`src/dcbs_regs.vh`:
```
// Register offsets, fields, reset values and timing counts of the brake sequencer
`ifndef DCBS_REGS_VH
`define DCBS_REGS_VH
// Register word addresses
`define DCBS_ADDR_MODE      4'h0
`define DCBS_ADDR_FREQ      4'h1
`define DCBS_ADDR_WAIT      4'h2
`define DCBS_ADDR_DFORCE    4'h3
`define DCBS_ADDR_DTIME     4'h4
`define DCBS_ADDR_SFORCE    4'h5
`define DCBS_ADDR_STIME     4'h6
`define DCBS_ADDR_CARRIER   4'h7
`define DCBS_ADDR_TERMFN    4'h8
`define DCBS_ADDR_STATUS    4'h9
// Mode register fields
`define DCBS_MODE_EN_LSB    0
`define DCBS_MODE_DET_BIT   2
// Brake enable codes
`define DCBS_EN_OFF         2'h0
`define DCBS_EN_ON          2'h1
`define DCBS_EN_FREQ        2'h2
// Terminal function codes
`define DCBS_FN_BRAKE       8'h07
`define DCBS_FN_MSET        8'h08
// Reset values
`define DCBS_RST_MODE       3'h0
`define DCBS_RST_FREQ       16'h0032
`define DCBS_RST_WAIT       8'h00
`define DCBS_RST_FORCE      8'h00
`define DCBS_RST_TIME       8'h05
`define DCBS_RST_CARRIER    8'h05
`define DCBS_RST_TERMFN     8'h00
// Limits: frequency in 0.01 Hz, times in 0.1 s, force in percent
`define DCBS_FREQ_MAX       16'h1770
`define DCBS_HYST           16'h00C8
`define DCBS_WAIT_MAX       8'h32
`define DCBS_TIME_MAX       8'h64
`define DCBS_FORCE_MAX      8'h64
`define DCBS_CAR_MIN        8'h02
`define DCBS_CAR_MAX        8'h0F
// Tick of 0.1 s in ms, derived to 25 MHz cycles
`define DCBS_TICK_MS        100
`define DCBS_CLK_KHZ        25000
`define DCBS_TICK_CYC       (`DCBS_TICK_MS * `DCBS_CLK_KHZ)
`endif

```
`src/dcbs_sequencer.v`:
```
// DC brake sequencer with motor set select and register port
// Behaviour
// - Function 08 terminal selects second motor set
// - Motor set swaps only while output stopped
// - Enable 00 off, 01 on, 02 frequency
// - Brake when output frequency reaches brake frequency
// - Nonzero wait coasts, then injects current
// - Current scales 0-100 percent, start/decel forces
// - Decel brake time 0-10 s, edge/internal
// - Detect setting 00 edge, 01 level
// - Start braking on start, any detect mode
// - Braking carrier setting 2 to 15 kHz
// - Function 07 terminal brakes directly, enable 00/01
// - External braking uses deceleration force
// - Run off, reach frequency, coast, brake
// - Edge mode brake time beats commands
// - Level mode start command ends braking, except terminal-driven braking
// - Mode 02 brakes with run on, both low
// - Mode 02 ends at brake frequency plus 2Hz
// - Mode 02 start above frequency runs normal
//
// The register addresses and strobed register access were left to the implementer.
`timescale 1ns/1ps
`default_nettype none
`include "dcbs_regs.vh"
module dcbs_sequencer #(
    parameter TICK_CYC = `DCBS_TICK_CYC
) (
    input  wire        mclk,
    input  wire        rst,
    input  wire [3:0]  regAddr,
    input  wire [15:0] regWdata,
    input  wire        regWr,
    input  wire        regRd,
    output reg  [15:0] regRdata,
    input  wire [4:0]  inputTerminals,
    input  wire        forwardRunCommand,
    input  wire [15:0] freqCommand,
    input  wire [15:0] outputFreq,
    output reg  [7:0]  brakeCurrent,
    output reg         outputCut,
    output reg         brakeActive,
    output reg  [7:0]  carrierKhz,
    output reg         carrierBrakeSel,
    output reg         motorSetSecond
);
    // Phase encodings
    localparam [2:0] ST_RUN   = 3'h0;
    localparam [2:0] ST_STOP  = 3'h1;
    localparam [2:0] ST_COAST = 3'h2;
    localparam [2:0] ST_BRAKE = 3'h3;
    localparam [2:0] ST_START = 3'h4;
    localparam [2:0] ST_FBRK  = 3'h5;

    // Settings, phase and edge history
    reg [2:0]  modeQ_q;
    reg [15:0] brakeFreq_q;
    reg [7:0]  waitTime_q;
    reg [7:0]  decelForce_q;
    reg [7:0]  decelTime_q;
    reg [7:0]  startForce_q;
    reg [7:0]  startTime_q;
    reg [7:0]  carrier_q;
    reg [7:0]  termFn_q;
    reg [2:0]  state_q;
    reg [2:0]  state_d;
    reg        extBrake_q;
    reg        run_q;
    reg        extDriven_q;

    wire [1:0] enMode = modeQ_q[`DCBS_MODE_EN_LSB +: 2];
    wire       levelMode = modeQ_q[`DCBS_MODE_DET_BIT];

    // Clamp a value to an upper limit
    function [7:0] clamp8;
        input [7:0] v;
        input [7:0] hi;
        begin
            clamp8 = (v > hi) ? hi : v;
        end
    endfunction

    // Percent of rated current, 255 full scale
    function [7:0] scaleForce;
        input [7:0] pct;
        reg   [15:0] p;
        begin
            p = ({8'h00, pct} * 16'd255) / 16'd100;
            scaleForce = p[7:0];
        end
    endfunction

    // Any terminal carrying a function code and held on
    function termOn;
        input [7:0] fn;
        input [7:0] code;
        input [4:0] pins;
        begin
            termOn = (fn == code) ? |pins : 1'b0;
        end
    endfunction

    wire brakePin = termOn(termFn_q, `DCBS_FN_BRAKE, inputTerminals);
    wire setPin   = termOn(termFn_q, `DCBS_FN_MSET, inputTerminals);
    wire extOk    = (enMode == `DCBS_EN_OFF) || (enMode == `DCBS_EN_ON);
    wire extOn    = brakePin && extOk;
    wire extRise  = extOn && !extBrake_q;
    wire runRise  = forwardRunCommand && !run_q;
    wire outLow   = outputFreq <= brakeFreq_q;
    wire cmdLow   = freqCommand <= brakeFreq_q;
    wire cmdHigh  = freqCommand >= brakeFreq_q + `DCBS_HYST;
    wire inFreqMd = (enMode == `DCBS_EN_FREQ);
    wire intOn    = (enMode == `DCBS_EN_ON);

    // Timer control
    reg        tmrLoad;
    reg [7:0]  tmrVal;
    wire       tick;
    wire       tmrDone;

    dcbs_tick #(.TICK_CYC(TICK_CYC)) uTick (
        .mclk    (mclk),
        .rst     (rst),
        .restart (tmrLoad),
        .tick    (tick)
    );

    dcbs_timer uTimer (
        .mclk    (mclk),
        .rst     (rst),
        .load    (tmrLoad),
        .loadVal (tmrVal),
        .tick    (tick),
        .done    (tmrDone)
    );

    // Register writes, settings clamped to their legal ranges, mode enable 3 stored as 00, terminal function as written
    always @(posedge mclk or posedge rst) begin
        if (rst) begin
            modeQ_q      <= `DCBS_RST_MODE;
            brakeFreq_q  <= `DCBS_RST_FREQ;
            waitTime_q   <= `DCBS_RST_WAIT;
            decelForce_q <= `DCBS_RST_FORCE;
            decelTime_q  <= `DCBS_RST_TIME;
            startForce_q <= `DCBS_RST_FORCE;
            startTime_q  <= `DCBS_RST_TIME;
            carrier_q    <= `DCBS_RST_CARRIER;
            termFn_q     <= `DCBS_RST_TERMFN;
        end else if (regWr) begin
            case (regAddr)
                `DCBS_ADDR_MODE:
                    modeQ_q <= (regWdata[1:0] == 2'h3) ?
                               {regWdata[2], 2'h0} : regWdata[2:0];
                `DCBS_ADDR_FREQ:
                    brakeFreq_q <= (regWdata > `DCBS_FREQ_MAX) ?
                                   `DCBS_FREQ_MAX : regWdata;
                `DCBS_ADDR_WAIT:
                    waitTime_q <= clamp8(regWdata[7:0], `DCBS_WAIT_MAX);
                `DCBS_ADDR_DFORCE:
                    decelForce_q <= clamp8(regWdata[7:0],
                                           `DCBS_FORCE_MAX);
                `DCBS_ADDR_DTIME:
                    decelTime_q <= clamp8(regWdata[7:0], `DCBS_TIME_MAX);
                `DCBS_ADDR_SFORCE:
                    startForce_q <= clamp8(regWdata[7:0],
                                           `DCBS_FORCE_MAX);
                `DCBS_ADDR_STIME:
                    startTime_q <= clamp8(regWdata[7:0], `DCBS_TIME_MAX);
                `DCBS_ADDR_CARRIER:
                    carrier_q <= (regWdata[7:0] < `DCBS_CAR_MIN) ?
                                 `DCBS_CAR_MIN :
                                 clamp8(regWdata[7:0], `DCBS_CAR_MAX);
                `DCBS_ADDR_TERMFN:
                    termFn_q <= regWdata[7:0];
                default: ;
            endcase
        end
    end

    // Read port, data valid the cycle after the strobe
    always @(posedge mclk or posedge rst) begin
        if (rst) begin
            regRdata <= 16'h0000;
        end else if (regRd) begin
            case (regAddr)
                `DCBS_ADDR_MODE:    regRdata <= {13'h0000, modeQ_q};
                `DCBS_ADDR_FREQ:    regRdata <= brakeFreq_q;
                `DCBS_ADDR_WAIT:    regRdata <= {8'h00, waitTime_q};
                `DCBS_ADDR_DFORCE:  regRdata <= {8'h00, decelForce_q};
                `DCBS_ADDR_DTIME:   regRdata <= {8'h00, decelTime_q};
                `DCBS_ADDR_SFORCE:  regRdata <= {8'h00, startForce_q};
                `DCBS_ADDR_STIME:   regRdata <= {8'h00, startTime_q};
                `DCBS_ADDR_CARRIER: regRdata <= {8'h00, carrier_q};
                `DCBS_ADDR_TERMFN:  regRdata <= {8'h00, termFn_q};
                `DCBS_ADDR_STATUS:
                    regRdata <= {10'h000, motorSetSecond, extDriven_q,
                                 1'b0, state_q};
                default:            regRdata <= 16'h0000;
            endcase
        end else begin
            regRdata <= 16'h0000;
        end
    end

    // Phase sequencing; timer loads on entry to the coast, brake and start phases
    always @* begin
        state_d = state_q;
        tmrLoad = 1'b0;
        tmrVal  = 8'h00;
        case (state_q)
            ST_STOP: begin
                if (inFreqMd) begin
                    if (forwardRunCommand && cmdLow && outLow)
                        state_d = ST_FBRK;
                    else if (forwardRunCommand)
                        state_d = ST_RUN;
                end else if (extOn && (levelMode || extRise)) begin
                    state_d = (waitTime_q != 8'h00) ? ST_COAST : ST_BRAKE;
                    tmrLoad = 1'b1;
                    tmrVal  = (waitTime_q != 8'h00) ? waitTime_q
                                                    : decelTime_q;
                end else if (runRise && intOn && startTime_q != 8'h00) begin
                    state_d = ST_START;
                    tmrLoad = 1'b1;
                    tmrVal  = startTime_q;
                end else if (forwardRunCommand) begin
                    state_d = ST_RUN;
                end
            end
            ST_RUN: begin
                if (inFreqMd) begin
                    if (!forwardRunCommand)
                        state_d = ST_STOP;
                    else if (cmdLow && outLow)
                        state_d = ST_FBRK;
                end else if ((extOn && (levelMode || extRise)) ||
                             (intOn && !forwardRunCommand && outLow)) begin
                    state_d = (waitTime_q != 8'h00) ? ST_COAST : ST_BRAKE;
                    tmrLoad = 1'b1;
                    tmrVal  = (waitTime_q != 8'h00) ? waitTime_q
                                                    : decelTime_q;
                end else if (!forwardRunCommand && !intOn) begin
                    state_d = ST_STOP;
                end
            end
            ST_COAST: begin
                if (tmrDone) begin
                    state_d = ST_BRAKE;
                    tmrLoad = 1'b1;
                    tmrVal  = decelTime_q;
                end
            end
            ST_BRAKE: begin
                if (levelMode && extDriven_q) begin
                    if (!extOn)
                        state_d = forwardRunCommand ? ST_RUN : ST_STOP;
                end else if (levelMode && runRise) begin
                    state_d = ST_RUN;
                end else if (tmrDone) begin
                    state_d = forwardRunCommand ? ST_RUN : ST_STOP;
                end
            end
            ST_START: begin
                if (levelMode && !forwardRunCommand)
                    state_d = ST_STOP;
                else if (tmrDone)
                    state_d = forwardRunCommand ? ST_RUN : ST_STOP;
            end
            ST_FBRK: begin
                if (!forwardRunCommand || !inFreqMd)
                    state_d = ST_STOP;
                else if (cmdHigh)
                    state_d = ST_RUN;
            end
            default: state_d = ST_STOP;
        endcase
    end

    // Phase register and edge history
    always @(posedge mclk or posedge rst) begin
        if (rst) begin
            state_q     <= ST_STOP;
            extBrake_q  <= 1'b0;
            run_q       <= 1'b0;
            extDriven_q <= 1'b0;
        end else begin
            state_q    <= state_d;
            extBrake_q <= extOn;
            run_q      <= forwardRunCommand;
            // Remember whether the terminal started this brake phase
            if (state_d == ST_STOP || state_d == ST_RUN)
                extDriven_q <= 1'b0;
            else if ((state_q == ST_STOP || state_q == ST_RUN) && extOn)
                extDriven_q <= 1'b1;
        end
    end

    // Outputs registered from the next phase, carrier from its setting, motor set from the current phase
    always @(posedge mclk or posedge rst) begin
        if (rst) begin
            brakeCurrent    <= 8'h00;
            outputCut       <= 1'b1;
            brakeActive     <= 1'b0;
            carrierKhz      <= `DCBS_RST_CARRIER;
            carrierBrakeSel <= 1'b0;
            motorSetSecond  <= 1'b0;
        end else begin
            case (state_d)
                ST_START:
                    brakeCurrent <= scaleForce(startForce_q);
                ST_BRAKE, ST_FBRK:
                    brakeCurrent <= scaleForce(decelForce_q);
                default:
                    brakeCurrent <= 8'h00;
            endcase
            outputCut   <= (state_d == ST_COAST) || (state_d == ST_STOP);
            brakeActive <= (state_d == ST_BRAKE) || (state_d == ST_START) ||
                           (state_d == ST_FBRK);
            carrierBrakeSel <= (state_d == ST_BRAKE) ||
                               (state_d == ST_START) ||
                               (state_d == ST_FBRK);
            carrierKhz  <= carrier_q;
            // Swapping sets while driving would upset the motor model
            if (state_q == ST_STOP)
                motorSetSecond <= setPin;
        end
    end
endmodule // dcbs_sequencer
`default_nettype wire

```
`src/dcbs_tick.v`:
```
// Divider giving a one-cycle 0.1 s enable pulse
`timescale 1ns/1ps
`default_nettype none
`include "dcbs_regs.vh"
module dcbs_tick #(
    parameter TICK_CYC = `DCBS_TICK_CYC
) (
    input  wire        mclk,
    input  wire        rst,
    input  wire        restart,
    output reg         tick
);
    reg [21:0] cnt_q;

    // Restart aligns the first tick to a full period after a phase change
    always @(posedge mclk or posedge rst) begin
        if (rst) begin
            cnt_q <= 22'h000000;
            tick  <= 1'b0;
        end else if (restart) begin
            cnt_q <= 22'h000000;
            tick  <= 1'b0;
        end else if (cnt_q == TICK_CYC - 1) begin
            cnt_q <= 22'h000000;
            tick  <= 1'b1;
        end else begin
            cnt_q <= cnt_q + 22'h000001;
            tick  <= 1'b0;
        end
    end
endmodule // dcbs_tick
`default_nettype wire

```
`src/dcbs_timer.v`:
```
// Down counter of 0.1 s units, reports expiry
`timescale 1ns/1ps
`default_nettype none
module dcbs_timer (
    input  wire        mclk,
    input  wire        rst,
    input  wire        load,
    input  wire [7:0]  loadVal,
    input  wire        tick,
    output wire        done
);
    reg [7:0] cnt_q;

    // Load wins over counting so a phase always starts full
    always @(posedge mclk or posedge rst) begin
        if (rst)
            cnt_q <= 8'h00;
        else if (load)
            cnt_q <= loadVal;
        else if (tick && cnt_q != 8'h00)
            cnt_q <= cnt_q - 8'h01;
    end

    assign done = (cnt_q == 8'h00);
endmodule // dcbs_timer
`default_nettype wire
```
`config.mk`:
```
export PLATFORM = sky130hd
export DESIGN_NAME = dcbs_sequencer
export DESIGN_NICKNAME = d
export VERILOG_FILES = /design/src/dcbs_sequencer.v /design/src/dcbs_tick.v /design/src/dcbs_timer.v
export VERILOG_INCLUDE_DIRS = /design/src
export SDC_FILE = /design/constraint.sdc
export NUM_CORES = 1
export LEC_CHECK = 0
export BUFFER_PORTS_ARGS = -buffer_cell sky130_fd_sc_hd__buf_2
export CORE_MARGIN = 2
export CORE_UTILIZATION = 40
export CTS_CLUSTER_SIZE = 25
export DETAILED_ROUTE_END_ITERATION = 16
export HOLD_SLACK_MARGIN = 0.15
export PLACE_DENSITY = 0.61
export SLEW_MARGIN = 25
export SYNTH_ARGS = -nofsm -noshare
export SYNTH_HDL_FRONTEND = slang
export SYNTH_HIERARCHICAL = 1
export SYNTH_SLANG_ARGS = --single-unit
```
`constraint.sdc`:
```
create_clock -name mclk -period 10.2 [get_ports mclk]
set_clock_uncertainty 0.05 [all_clocks]
set_input_delay 1.02 -clock mclk [delete_from_list [all_inputs] [get_ports mclk]]
set_output_delay 1.02 -clock mclk [all_outputs]
set_load 0.1 [all_outputs]
```
==> results.json, run 1 <==
{
  "part_of_the_yosys_area_used_for_sequential_elements": 0.265,
  "synth.net_count": 1842,
  "finalMaxSlewViolations": 0,
  "postSynthCellCount": 1601,
  "max-slew-margin-rel": 0.327,
  "avgRoutedWirePerCell_um": 18.1,
  "hold_path.class": "flip-flop to flip-flop",
  "drt-met1-wl_um": 17300,
  "synth_largest_type_area_fraction": 0.241,
  "numPortBuffers": 97,
  "layout.filler_cells": 3350,
  "setup-violations-final": 0,
  "timing.setup.critical_path_class": "flip-flop to flip-flop",
  "most_frequent_standard_cell_in_the_layout_excluding_fill_and_tap_cells": "nand2_1",
  "initial_cell_density_of_the_core": 0.404,
  "grt_use_total": 0.217,
  "number_of_antenna_violations_at_the_first_check_in_global_routing": 0,
  "tightest_slew_ns": 1.00,
  "synth.avg_cell_area_sq_um": 8.70,
  "design.die.area_sq_um": 36300,
  "crit_path_start_kind": "flip-flop",
  "h-tree-depth": 4,
  "critical_path.reg2reg.startpoint": "decelForce_q[1]",
  "max_stage_delay_ns": 0.58,
  "antenna_cells_inserted": 0,
  "critPathSlowestCell": "or4_4",
  "grt_first_pass_wirelength_um": 62500,
  "worst_skew_pair.late_latency_ns": 0.44,
  "final.period_utilization": 0.956,
  "timing.critical_path.arrival_ns": 10.03,
  "synth-edff-count": 0,
  "wl_met3_um": 1690,
  "synth-main-ff-cell": "dfrtp_1",
  "hold_path.startpoint": "carrier_q[0]",
  "postSynthRegisterBits": 147,
  "path_common_cell": "fa_1",
  "dp.final_hpwl_um": 30300,
  "netlist_top_cells_area": "dfrtp_1 24%, ha_1 11%, fa_1 8.6%",
  "layout.cells.most_common_list": "168 x nand2_1, 141 x inv_1, 131 x dfrtp_1",
  "met2RoutedLength_um": 18700,
  "synth_top_cell_by_area": "dfrtp_1",
  "numClockSinks": 147,
  "die_width_um": 191,
  "synthesis.yosys.warnings": 6,
  "summed_instance_area_of_the_synthesized_netlist_sq_um": 13900,
  "avgViaCountPerCell": 5.71,
  "reported_max_cap_violation_count": 0,
  "drive_above_1_share": 0.145,
  "clock_transition_at_the_register_clock_pins_on_the_worst_setup_and_hold_paths_after_cts_ns": 0.07,
  "drc": 0,
  "cts_tree": "yes",
  "cts-buffers-inserted": 17,
  "asyncSetResetFlopFracSynth": 1.00,
  "cp.required_ns": 10.47,
  "timing.final.crit_period_ns": 9.75,
  "post_synth_num_cell_types": 112,
  "finalHoldViolCount": 0,
  "firstDrtPassIters": 5,
  "first_iter_violations": 826,
  "critical_path.endpoint_type": "flip-flop",
  "die_h_um": 191,
  "ctsHoldBuffers": 0,
  "first_global_vias": 11900,
  "rows": 68,
  "top_signal_layer_used": "met4",
  "globalplace.congestion": 0.962,
  "via_total_after_detailed_routing": 12300,
  "max_frequency_mhz": 103,
  "result_of_the_run": "finished clean",
  "final_core_utilization": 0.451,
  "cts_root_buffer": "clkbuf_16",
  "crit_start": "decelForce_q[1]",
  "floorplan.core_area_sq_um": 34500,
  "area_growth_pct": 11.4,
  "nNetsFinal": 1921,
  "worst-path-max-fanout": 12,
  "top_level_ports": 98,
  "routed_wirelength_um": 38800,
  "postRouteAntennaNets": 0,
  "grt_start_max_net_pins": 77,
  "grt_overflow_total": 0,
  "clockBufferDepth": 2
}
-- worst max-delay path: cells and delay by family (launching register included) --
family | cells | cell delay (ns)
compound gates | 11 | 2.73
xor+xnor | 1 | 0.15
fa+ha+maj | 7 | 3.13
buf+inv | 2 | 0.10
flops | 1 | 0.48
simple gates | 10 | 2.94
-- sequential cells by signal, summed over array words and instances, names as in the netlist, 3 cells and up --
name,count
brakeCurrent,8
brakeFreq_q,16
carrierKhz,8
carrier_q,8
decelForce_q,8
decelTime_q,8
modeQ_q,3
regRdata,16
startForce_q,8
startTime_q,8
state_q,3
termFn_q,8
uTick/cnt_q,22
uTimer/cnt_q,8
waitTime_q,8
-- Yosys cell counts, types with 26 or more instances --
cell type / n
a21oi_1: 89
clkbuf_1: 36
dfrtp_1: 134
fa_1: 60
ha_1: 119
inv_1: 142
nand2_1: 168
nand3_1: 54
nor2_1: 122
nor2b_1: 26
nor3_1: 38
o21ai_0: 86
xnor2_1: 47
-- cell type report --
type                       count  area (sq um)  area share
clock inverter                13           149     0.00959
clock buffer                  19           433      0.0279
inverter                     143           542      0.0349
multi-input combinational   1259          9530       0.614
sequential                   147          3700       0.238
tap                          455           569      0.0367
timing repair buffer         112           602      0.0388
-- path summary, 6_finish.rpt --
kind / to / depth (start not counted) / slack (ns)
min reg2reg: carrierKhz[0] / 0 / 0.33
min: carrierKhz[0] / 0 / 0.33
max in group asynchronous: startForce_q[6] / 3 / 8.33
max: brakeCurrent[0] / 31 / 0.45
min in group asynchronous: uTimer/cnt_q[1] / 2 / 0.54
max reg2reg: brakeCurrent[0] / 31 / 0.45
-- timing repair --
action | in CTS | in global routing
endpoints found under the setup margin | 0 | 2
buffers inserted | 0 | 7
resized for setup | 0 | 15
-- logic make-up after synthesis --
group / after synthesis / share of synthesized area
muxes: 33 / 0.0266
AOI/OAI and AO/OA: 409 / 0.206
xor gates and xnor gates: 60 / 0.0393
adders and majority gates: 183 / 0.196
DFF: 147 / 0.265
and+or+nand+nor: 573 / 0.211
buffers and inverters: 196 / 0.0559
-- metal layers --
metal,GRT usage,vias up
met1,0.282,5925
met2,0.366,325
li1,-,5937
met4,0.0784,0
met3,0.0313,71
met5,0,-
-- per-stage QoR --
step / setup slack (ns) / cells / setup TNS (ns) / hold slack [ns] / cell area (sq um)
2_1_floorplan: 1.07 / 1601 / 0 / 0.309 / 13900
3_3_place_gp: 0.509 / 2108 / 0 / 0.321 / 14800
3_5_place_dp: 0.318 / 2108 / 0 / 0.322 / 14800
4_1_cts: 0.273 / 2140 / 0 / 0.336 / 15400
5_1_grt: -0.0395 / 2148 / -0.0779 / 0.343 / 15500
6_report: 0.448 / 2148 / 0 / 0.332 / 15500
Power of run 1 is left out: the tool's default activity adds up to more than one toggle a clock period on the data nets, which glitch-free logic cannot reach.
==> run 2, diff against run 1 <==
--- a/config.mk
+++ b/config.mk
@@ -12,7 +12,7 @@
 export CTS_CLUSTER_SIZE = 25
 export DETAILED_ROUTE_END_ITERATION = 16
 export HOLD_SLACK_MARGIN = 0.15
-export PLACE_DENSITY = 0.61
+export PLACE_DENSITY = 0.6
 export SLEW_MARGIN = 25
 export SYNTH_ARGS = -nofsm -noshare
 export SYNTH_HDL_FRONTEND = slang
==> run 2 against run 1 <==
Final cell count decreased by 0.19%. Die area did not move. Critical path depth grew 1. Via count fell by 0.13%. Sequential cell count stayed put. Fmax is 0.91% higher. Routed wire length increased by 0.74%. Utilization decreased by 0.065 points. Sequential share of layout area hardly changed. Global-route usage up 0.19 points. Critical endpoint is now brakeCurrent[1].
==> results.json, run 2 (same netlist as run 1, synthesis figures left out) <==
{
  "initial_cell_density_of_the_core": 0.404,
  "final.period_utilization": 0.947,
  "hold_path.class": "flip-flop to flip-flop",
  "top_level_ports": 98,
  "grt_start_max_net_pins": 76,
  "avgViaCountPerCell": 5.71,
  "grt_first_pass_wirelength_um": 62600,
  "worst_skew_pair.late_latency_ns": 0.45,
  "finalHoldViolCount": 0,
  "number_of_antenna_violations_at_the_first_check_in_global_routing": 0,
  "area.sequential_sq_um": 3700,
  "h-tree-depth": 4,
  "cp.required_ns": 10.44,
  "via_total_after_detailed_routing": 12200,
  "cts-buffers-inserted": 17,
  "first_global_vias": 12000,
  "max_flop_register": "uTick/cnt_q",
  "grt_overflow_total": 0,
  "timing.final.crit_period_ns": 9.66,
  "die_width_um": 191,
  "clockBufferDepth": 2,
  "result_of_the_run": "finished clean",
  "cts_tree": "yes",
  "floorplan.core_area_sq_um": 34500,
  "max_stage_delay_ns": 0.64,
  "rows": 68,
  "most_frequent_standard_cell_in_the_layout_excluding_fill_and_tap_cells": "nand2_1",
  "drive_above_1_share": 0.144,
  "max-slew-margin-rel": 0.361,
  "timing.setup.critical_path_class": "flip-flop to flip-flop",
  "grt_use_total": 0.218,
  "area_growth_pct": 11.3,
  "finalMaxSlewViolations": 0,
  "setup-violations-final": 0,
  "clock_transition_at_the_register_clock_pins_on_the_worst_setup_and_hold_paths_after_cts_ns": 0.07,
  "globalplace.congestion": 1.00,
  "layout.cells.most_common_list": "168 x nand2_1, 141 x inv_1, 131 x dfrtp_1",
  "path_common_cell": "fa_1",
  "die_h_um": 191,
  "timing.critical_path.arrival_ns": 9.91,
  "tightest_slew_ns": 0.952,
  "numPortBuffers": 97,
  "postRouteAntennaNets": 0,
  "cts_root_buffer": "clkbuf_16",
  "nNetsFinal": 1917,
  "antenna_cells_inserted": 0,
  "area_used_by_multi_input_combinational_logic_sq_um": 9560,
  "layout.filler_cells": 3390,
  "dp.final_hpwl_um": 30400,
  "max_frequency_mhz": 103,
  "worst-path-max-fanout": 11,
  "drc": 0,
  "avgRoutedWirePerCell_um": 18.2,
  "ff2ff_setup_slack_ns": 0.54,
  "numClockSinks": 147,
  "first_iter_violations": 811,
  "largest_reg_flops": 22,
  "final_core_utilization": 0.450,
  "reported_max_cap_violation_count": 0,
  "critPathSlowestCell": "fa_1",
  "firstDrtPassIters": 5,
  "design.die.area_sq_um": 36300,
  "reg.largest.list": "uTick/cnt_q x22, brakeFreq_q x16, regRdata x16",
  "routed_wirelength_um": 39100,
  "crit_path_start_kind": "flip-flop",
  "critical_path.endpoint_type": "flip-flop"
}
## run 2: what timing repair did
item,in CTS,in global routing
resized for setup,0,20
setup buffers,0,1
hold buffers,0,0
endpoints found under the setup margin,0,3
## run 2: path summary, 6_finish.rpt
kind                                  from              end  cells past startpoint
hold reg to reg               carrier_q[0]    carrierKhz[0]                      0
setup reg to reg           startForce_q[3]  brakeCurrent[1]                     32
hold / removal                carrier_q[0]    carrierKhz[0]                      0
min in group asynchronous              rst  uTimer/cnt_q[6]                      2
max in group asynchronous              rst    carrierKhz[4]                      3
setup / recovery           startForce_q[3]  brakeCurrent[1]                     32
## run 2: area by class of cell
class                           instances  area share
Multi-Input combinational cell       1260       0.617
Sequential cell                       147       0.239
Tap cell                              455      0.0367
Timing Repair Buffer                  107      0.0364
Inverter                              143      0.0350
Clock buffer                           19      0.0292
Clock inverter                         13     0.00743
## run 2: critical path, delay by kind of cell, from the launching register on
family,cells,cell delay [ns]
buffers and inverters,2,0.12
AO/OA/AOI/OAI,14,2.92
adder cells (fa/ha/maj),6,2.76
AND/OR/NAND/NOR,8,2.41
flip-flops,1,0.51
XOR/XNOR,1,0.42
multiplexers,1,0.33
## run 2: metal layers
| metal | routed length, um | share of wire | up-vias | global-route usage |
|---|---|---|---|---|
| li1 | - | - | 5934 | - |
| met1 | 17600 | 0.45 | 5898 | 0.281 |
| met2 | 18500 | 0.47 | 343 | 0.366 |
| met3 | 1750 | 0.045 | 67 | 0.0372 |
| met4 | 1220 | 0.031 | 0 | 0.0856 |
| met5 | 0 | 0 | - | 0 |
## run 2: through the flow
stage                     instances  area, sq um  TNS (ns)  hold WS, ns  worst slack (ns)
final                          2144        15500         0        0.330             0.536
after floorplan                1601        13900         0        0.309              1.07
after detailed placement       2109        14800         0        0.329             0.234
after CTS                      2141        15400         0        0.333             0.180
after global placement         2109        14800         0        0.324             0.402
after global routing           2144        15500   -0.0119        0.335           -0.0119
Power of run 2 is left out for the same reason.
==> run 3, diff against run 2 <==
--- a/config.mk
+++ b/config.mk
@@ -12,7 +12,7 @@
 export CTS_CLUSTER_SIZE = 25
 export DETAILED_ROUTE_END_ITERATION = 16
 export HOLD_SLACK_MARGIN = 0.15
-export PLACE_DENSITY = 0.6
+export PLACE_DENSITY = 0.62
 export SLEW_MARGIN = 25
 export SYNTH_ARGS = -nofsm -noshare
 export SYNTH_HDL_FRONTEND = slang
==> constraint.sdc (replaced) <==
create_clock -name mclk -period 8.5 [get_ports mclk]
set_clock_uncertainty 0.05 [all_clocks]
set_input_delay 0.85 -clock mclk [delete_from_list [all_inputs] [get_ports mclk]]
set_output_delay 0.85 -clock mclk [all_outputs]
set_load 0.1 [all_outputs]
==> run 3 against run 2 <==
The run now ends with negative setup slack left. Die area unchanged. Critical path type unchanged. Register-to-register slack worse by 1.1 ns. Final cell count up 12%. First-iteration DRC count up 1.4%. Via count up 8.5%. Critical path depth up 1. Final area up 18%. Worst hold slack worse by 0.0045 ns. Clock-buffer cell count down 1. Sequential share of layout area down 3.6 points.
==> results.json, run 3 (same netlist as run 1, synthesis figures left out) <==
{
  "timing.final.crit_period_ns": 9.06,
  "post-place-cells": 2316,
  "drc": 0,
  "design.die.area_sq_um": 36300,
  "cts_root_buffer": "clkbuf_16",
  "path_common_cell": "fa_1",
  "postRouteAntennaNets": 0,
  "area_used_by_multi_input_combinational_logic_sq_um": 10300,
  "routed_wirelength_um": 41900,
  "finalWorstSetupSlack_ns": -0.559,
  "grt_start_max_net_pins": 60,
  "instances_no_fill": 2408,
  "numPortBuffers": 97,
  "reported_max_cap_violation_count": 0,
  "crit_start": "decelForce_q[2]",
  "layout.cells.most_common_list": "260 x buf_4, 166 x nand2_1, 140 x inv_1",
  "top_level_ports": 98,
  "min_path_cells": 0,
  "max_stage_delay_ns": 0.56,
  "initial_cell_density_of_the_core": 0.404,
  "clock_transition_at_the_register_clock_pins_on_the_worst_setup_and_hold_paths_after_cts_ns": 0.07,
  "grt_overflow_total": 0,
  "r2r.worst_path.cells": 33,
  "grt_first_pass_wirelength_um": 68100,
  "ctsHoldBuffers": 0,
  "critical_path.reg2reg.startpoint": "decelForce_q[2]",
  "floorplan.core_area_sq_um": 34500,
  "dp.final_hpwl_um": 32200,
  "timing.hold.ws_ns": 0.325,
  "cp.required_ns": 8.74,
  "most_frequent_standard_cell_in_the_layout_excluding_fill_and_tap_cells": "buf_4",
  "hold_path.class": "flip-flop to flip-flop",
  "grt_use_total": 0.235,
  "h-tree-depth": 4,
  "violations": "negative setup slack",
  "avgViaCountPerCell": 5.52,
  "first_global_vias": 13500,
  "die_h_um": 191,
  "setup_repair_after_global_routing_missed_its_margin": "yes",
  "cts-buffers-inserted": 17,
  "area.sequential_sq_um": 3710,
  "setup-violations-final": 3,
  "first_iter_violations": 822,
  "final_area_sq_um": 18300,
  "nNetsFinal": 2180,
  "crit_path_start_kind": "flip-flop",
  "hold_path.startpoint": "carrier_q[0]",
  "final.period_utilization": 1.07,
  "timing.setup.critical_path_class": "flip-flop to flip-flop",
  "max_frequency_mhz": 110,
  "drive_above_1_share": 0.307,
  "clockBufferDepth": 2,
  "number_of_antenna_violations_at_the_first_check_in_global_routing": 0,
  "max-slew-margin-rel": 0.335,
  "via_total_after_detailed_routing": 13300,
  "area_growth_pct": 31.2,
  "worst-path-max-fanout": 7,
  "critical_path.endpoint_type": "flip-flop",
  "die_width_um": 191,
  "avgRoutedWirePerCell_um": 17.4,
  "timing.critical_path.arrival_ns": 9.30,
  "max_flop_register": "uTick/cnt_q",
  "reg.largest.list": "uTick/cnt_q x22, brakeFreq_q x16, regRdata x16",
  "rows": 68,
  "numClockSinks": 147,
  "finalMaxSlewViolations": 0,
  "critPathSlowestCell": "or4b_4",
  "cts_tree": "yes",
  "postPlaceCellArea_sq_um": 16600,
  "layout.filler_cells": 3157,
  "firstDrtPassIters": 5,
  "globalplace.congestion": 0.946,
  "largest_reg_flops": 22,
  "worst_skew_pair.late_latency_ns": 0.45,
  "result_of_the_run": "complete, but fails checks",
  "tightest_slew_ns": 0.991,
  "finalHoldViolCount": 0
}
[run 3: changes by cell type in the layout (fill, tap and decap cells not counted), moves of 6 or more]
cell	before	now
a21oi_1	89	82
o21ai_0	84	78
buf_4	9	260
dfrtp_1	131	124
buf_6	1	13
a21oi_2	3	9
nand3_1	54	47
nand3_2	0	7
nor3_1	37	26
nor3_2	5	11
dfrtp_2	3	10
ha_1	119	113
[run 3: routing by layer]
layer / wire, um / part of all wire / vias up / global-route usage
met4: 1260 / 0.030 / 0 / 0.0897
met2: 20800 / 0.50 / 348 / 0.409
met5: 0 / 0 / - / 0
met1: 17700 / 0.42 / 6424 / 0.296
met3: 2150 / 0.051 / 83 / 0.0315
li1: - / - / 6432 / -
[run 3: critical path, delay by kind of cell, from the launching register on]
kind                     cells  cell delay (ns)
flip-flops                   1             0.44
AO/OA/AOI/OAI               14             3.27
buffers and inverters        4             0.40
AND/OR/NAND/NOR              9             2.24
adder cells (fa/ha/maj)      6             2.52
[run 3: final timing paths]
path                                   end  slack [ns]
min in group asynchronous  uTimer/cnt_q[1]        0.37
min                          carrierKhz[0]        0.33
max in group asynchronous    carrierKhz[1]        6.59
max                        brakeCurrent[1]       -0.56
min reg2reg                  carrierKhz[0]        0.33
max reg2reg                brakeCurrent[1]       -0.56
[run 3: repair_timing]
item                       CTS  global route
cloned                       1             0
setup endpoints to repair    3             3
buffers inserted            37            21
pin swaps                   81            54
hold endpoints to repair     0             0
resized for setup           98            40
[run 3: final cells by class]
class | count | share of cell area
inverter | 143 | 0.0296
antenna | 1 | 0.000137
clock inverter | 14 | 0.00794
multi-input combinational | 1258 | 0.562
clock buffer | 18 | 0.0235
timing repair buffer | 372 | 0.143
sequential | 147 | 0.203
tap | 455 | 0.0311
[run 3: through the flow]
stage / TNS [ns] / worst slack [ns] / utilization
floorplan: -0.288 / -0.168 / -
global placement: -1.35 / -0.634 / 0.480
detailed placement: -1.66 / -0.769 / 0.480
CTS: -0.683 / -0.343 / 0.519
global route: -2.15 / -0.859 / 0.530
finish: -1.21 / -0.559 / 0.530
Power of run 3 is left out for the same reason.
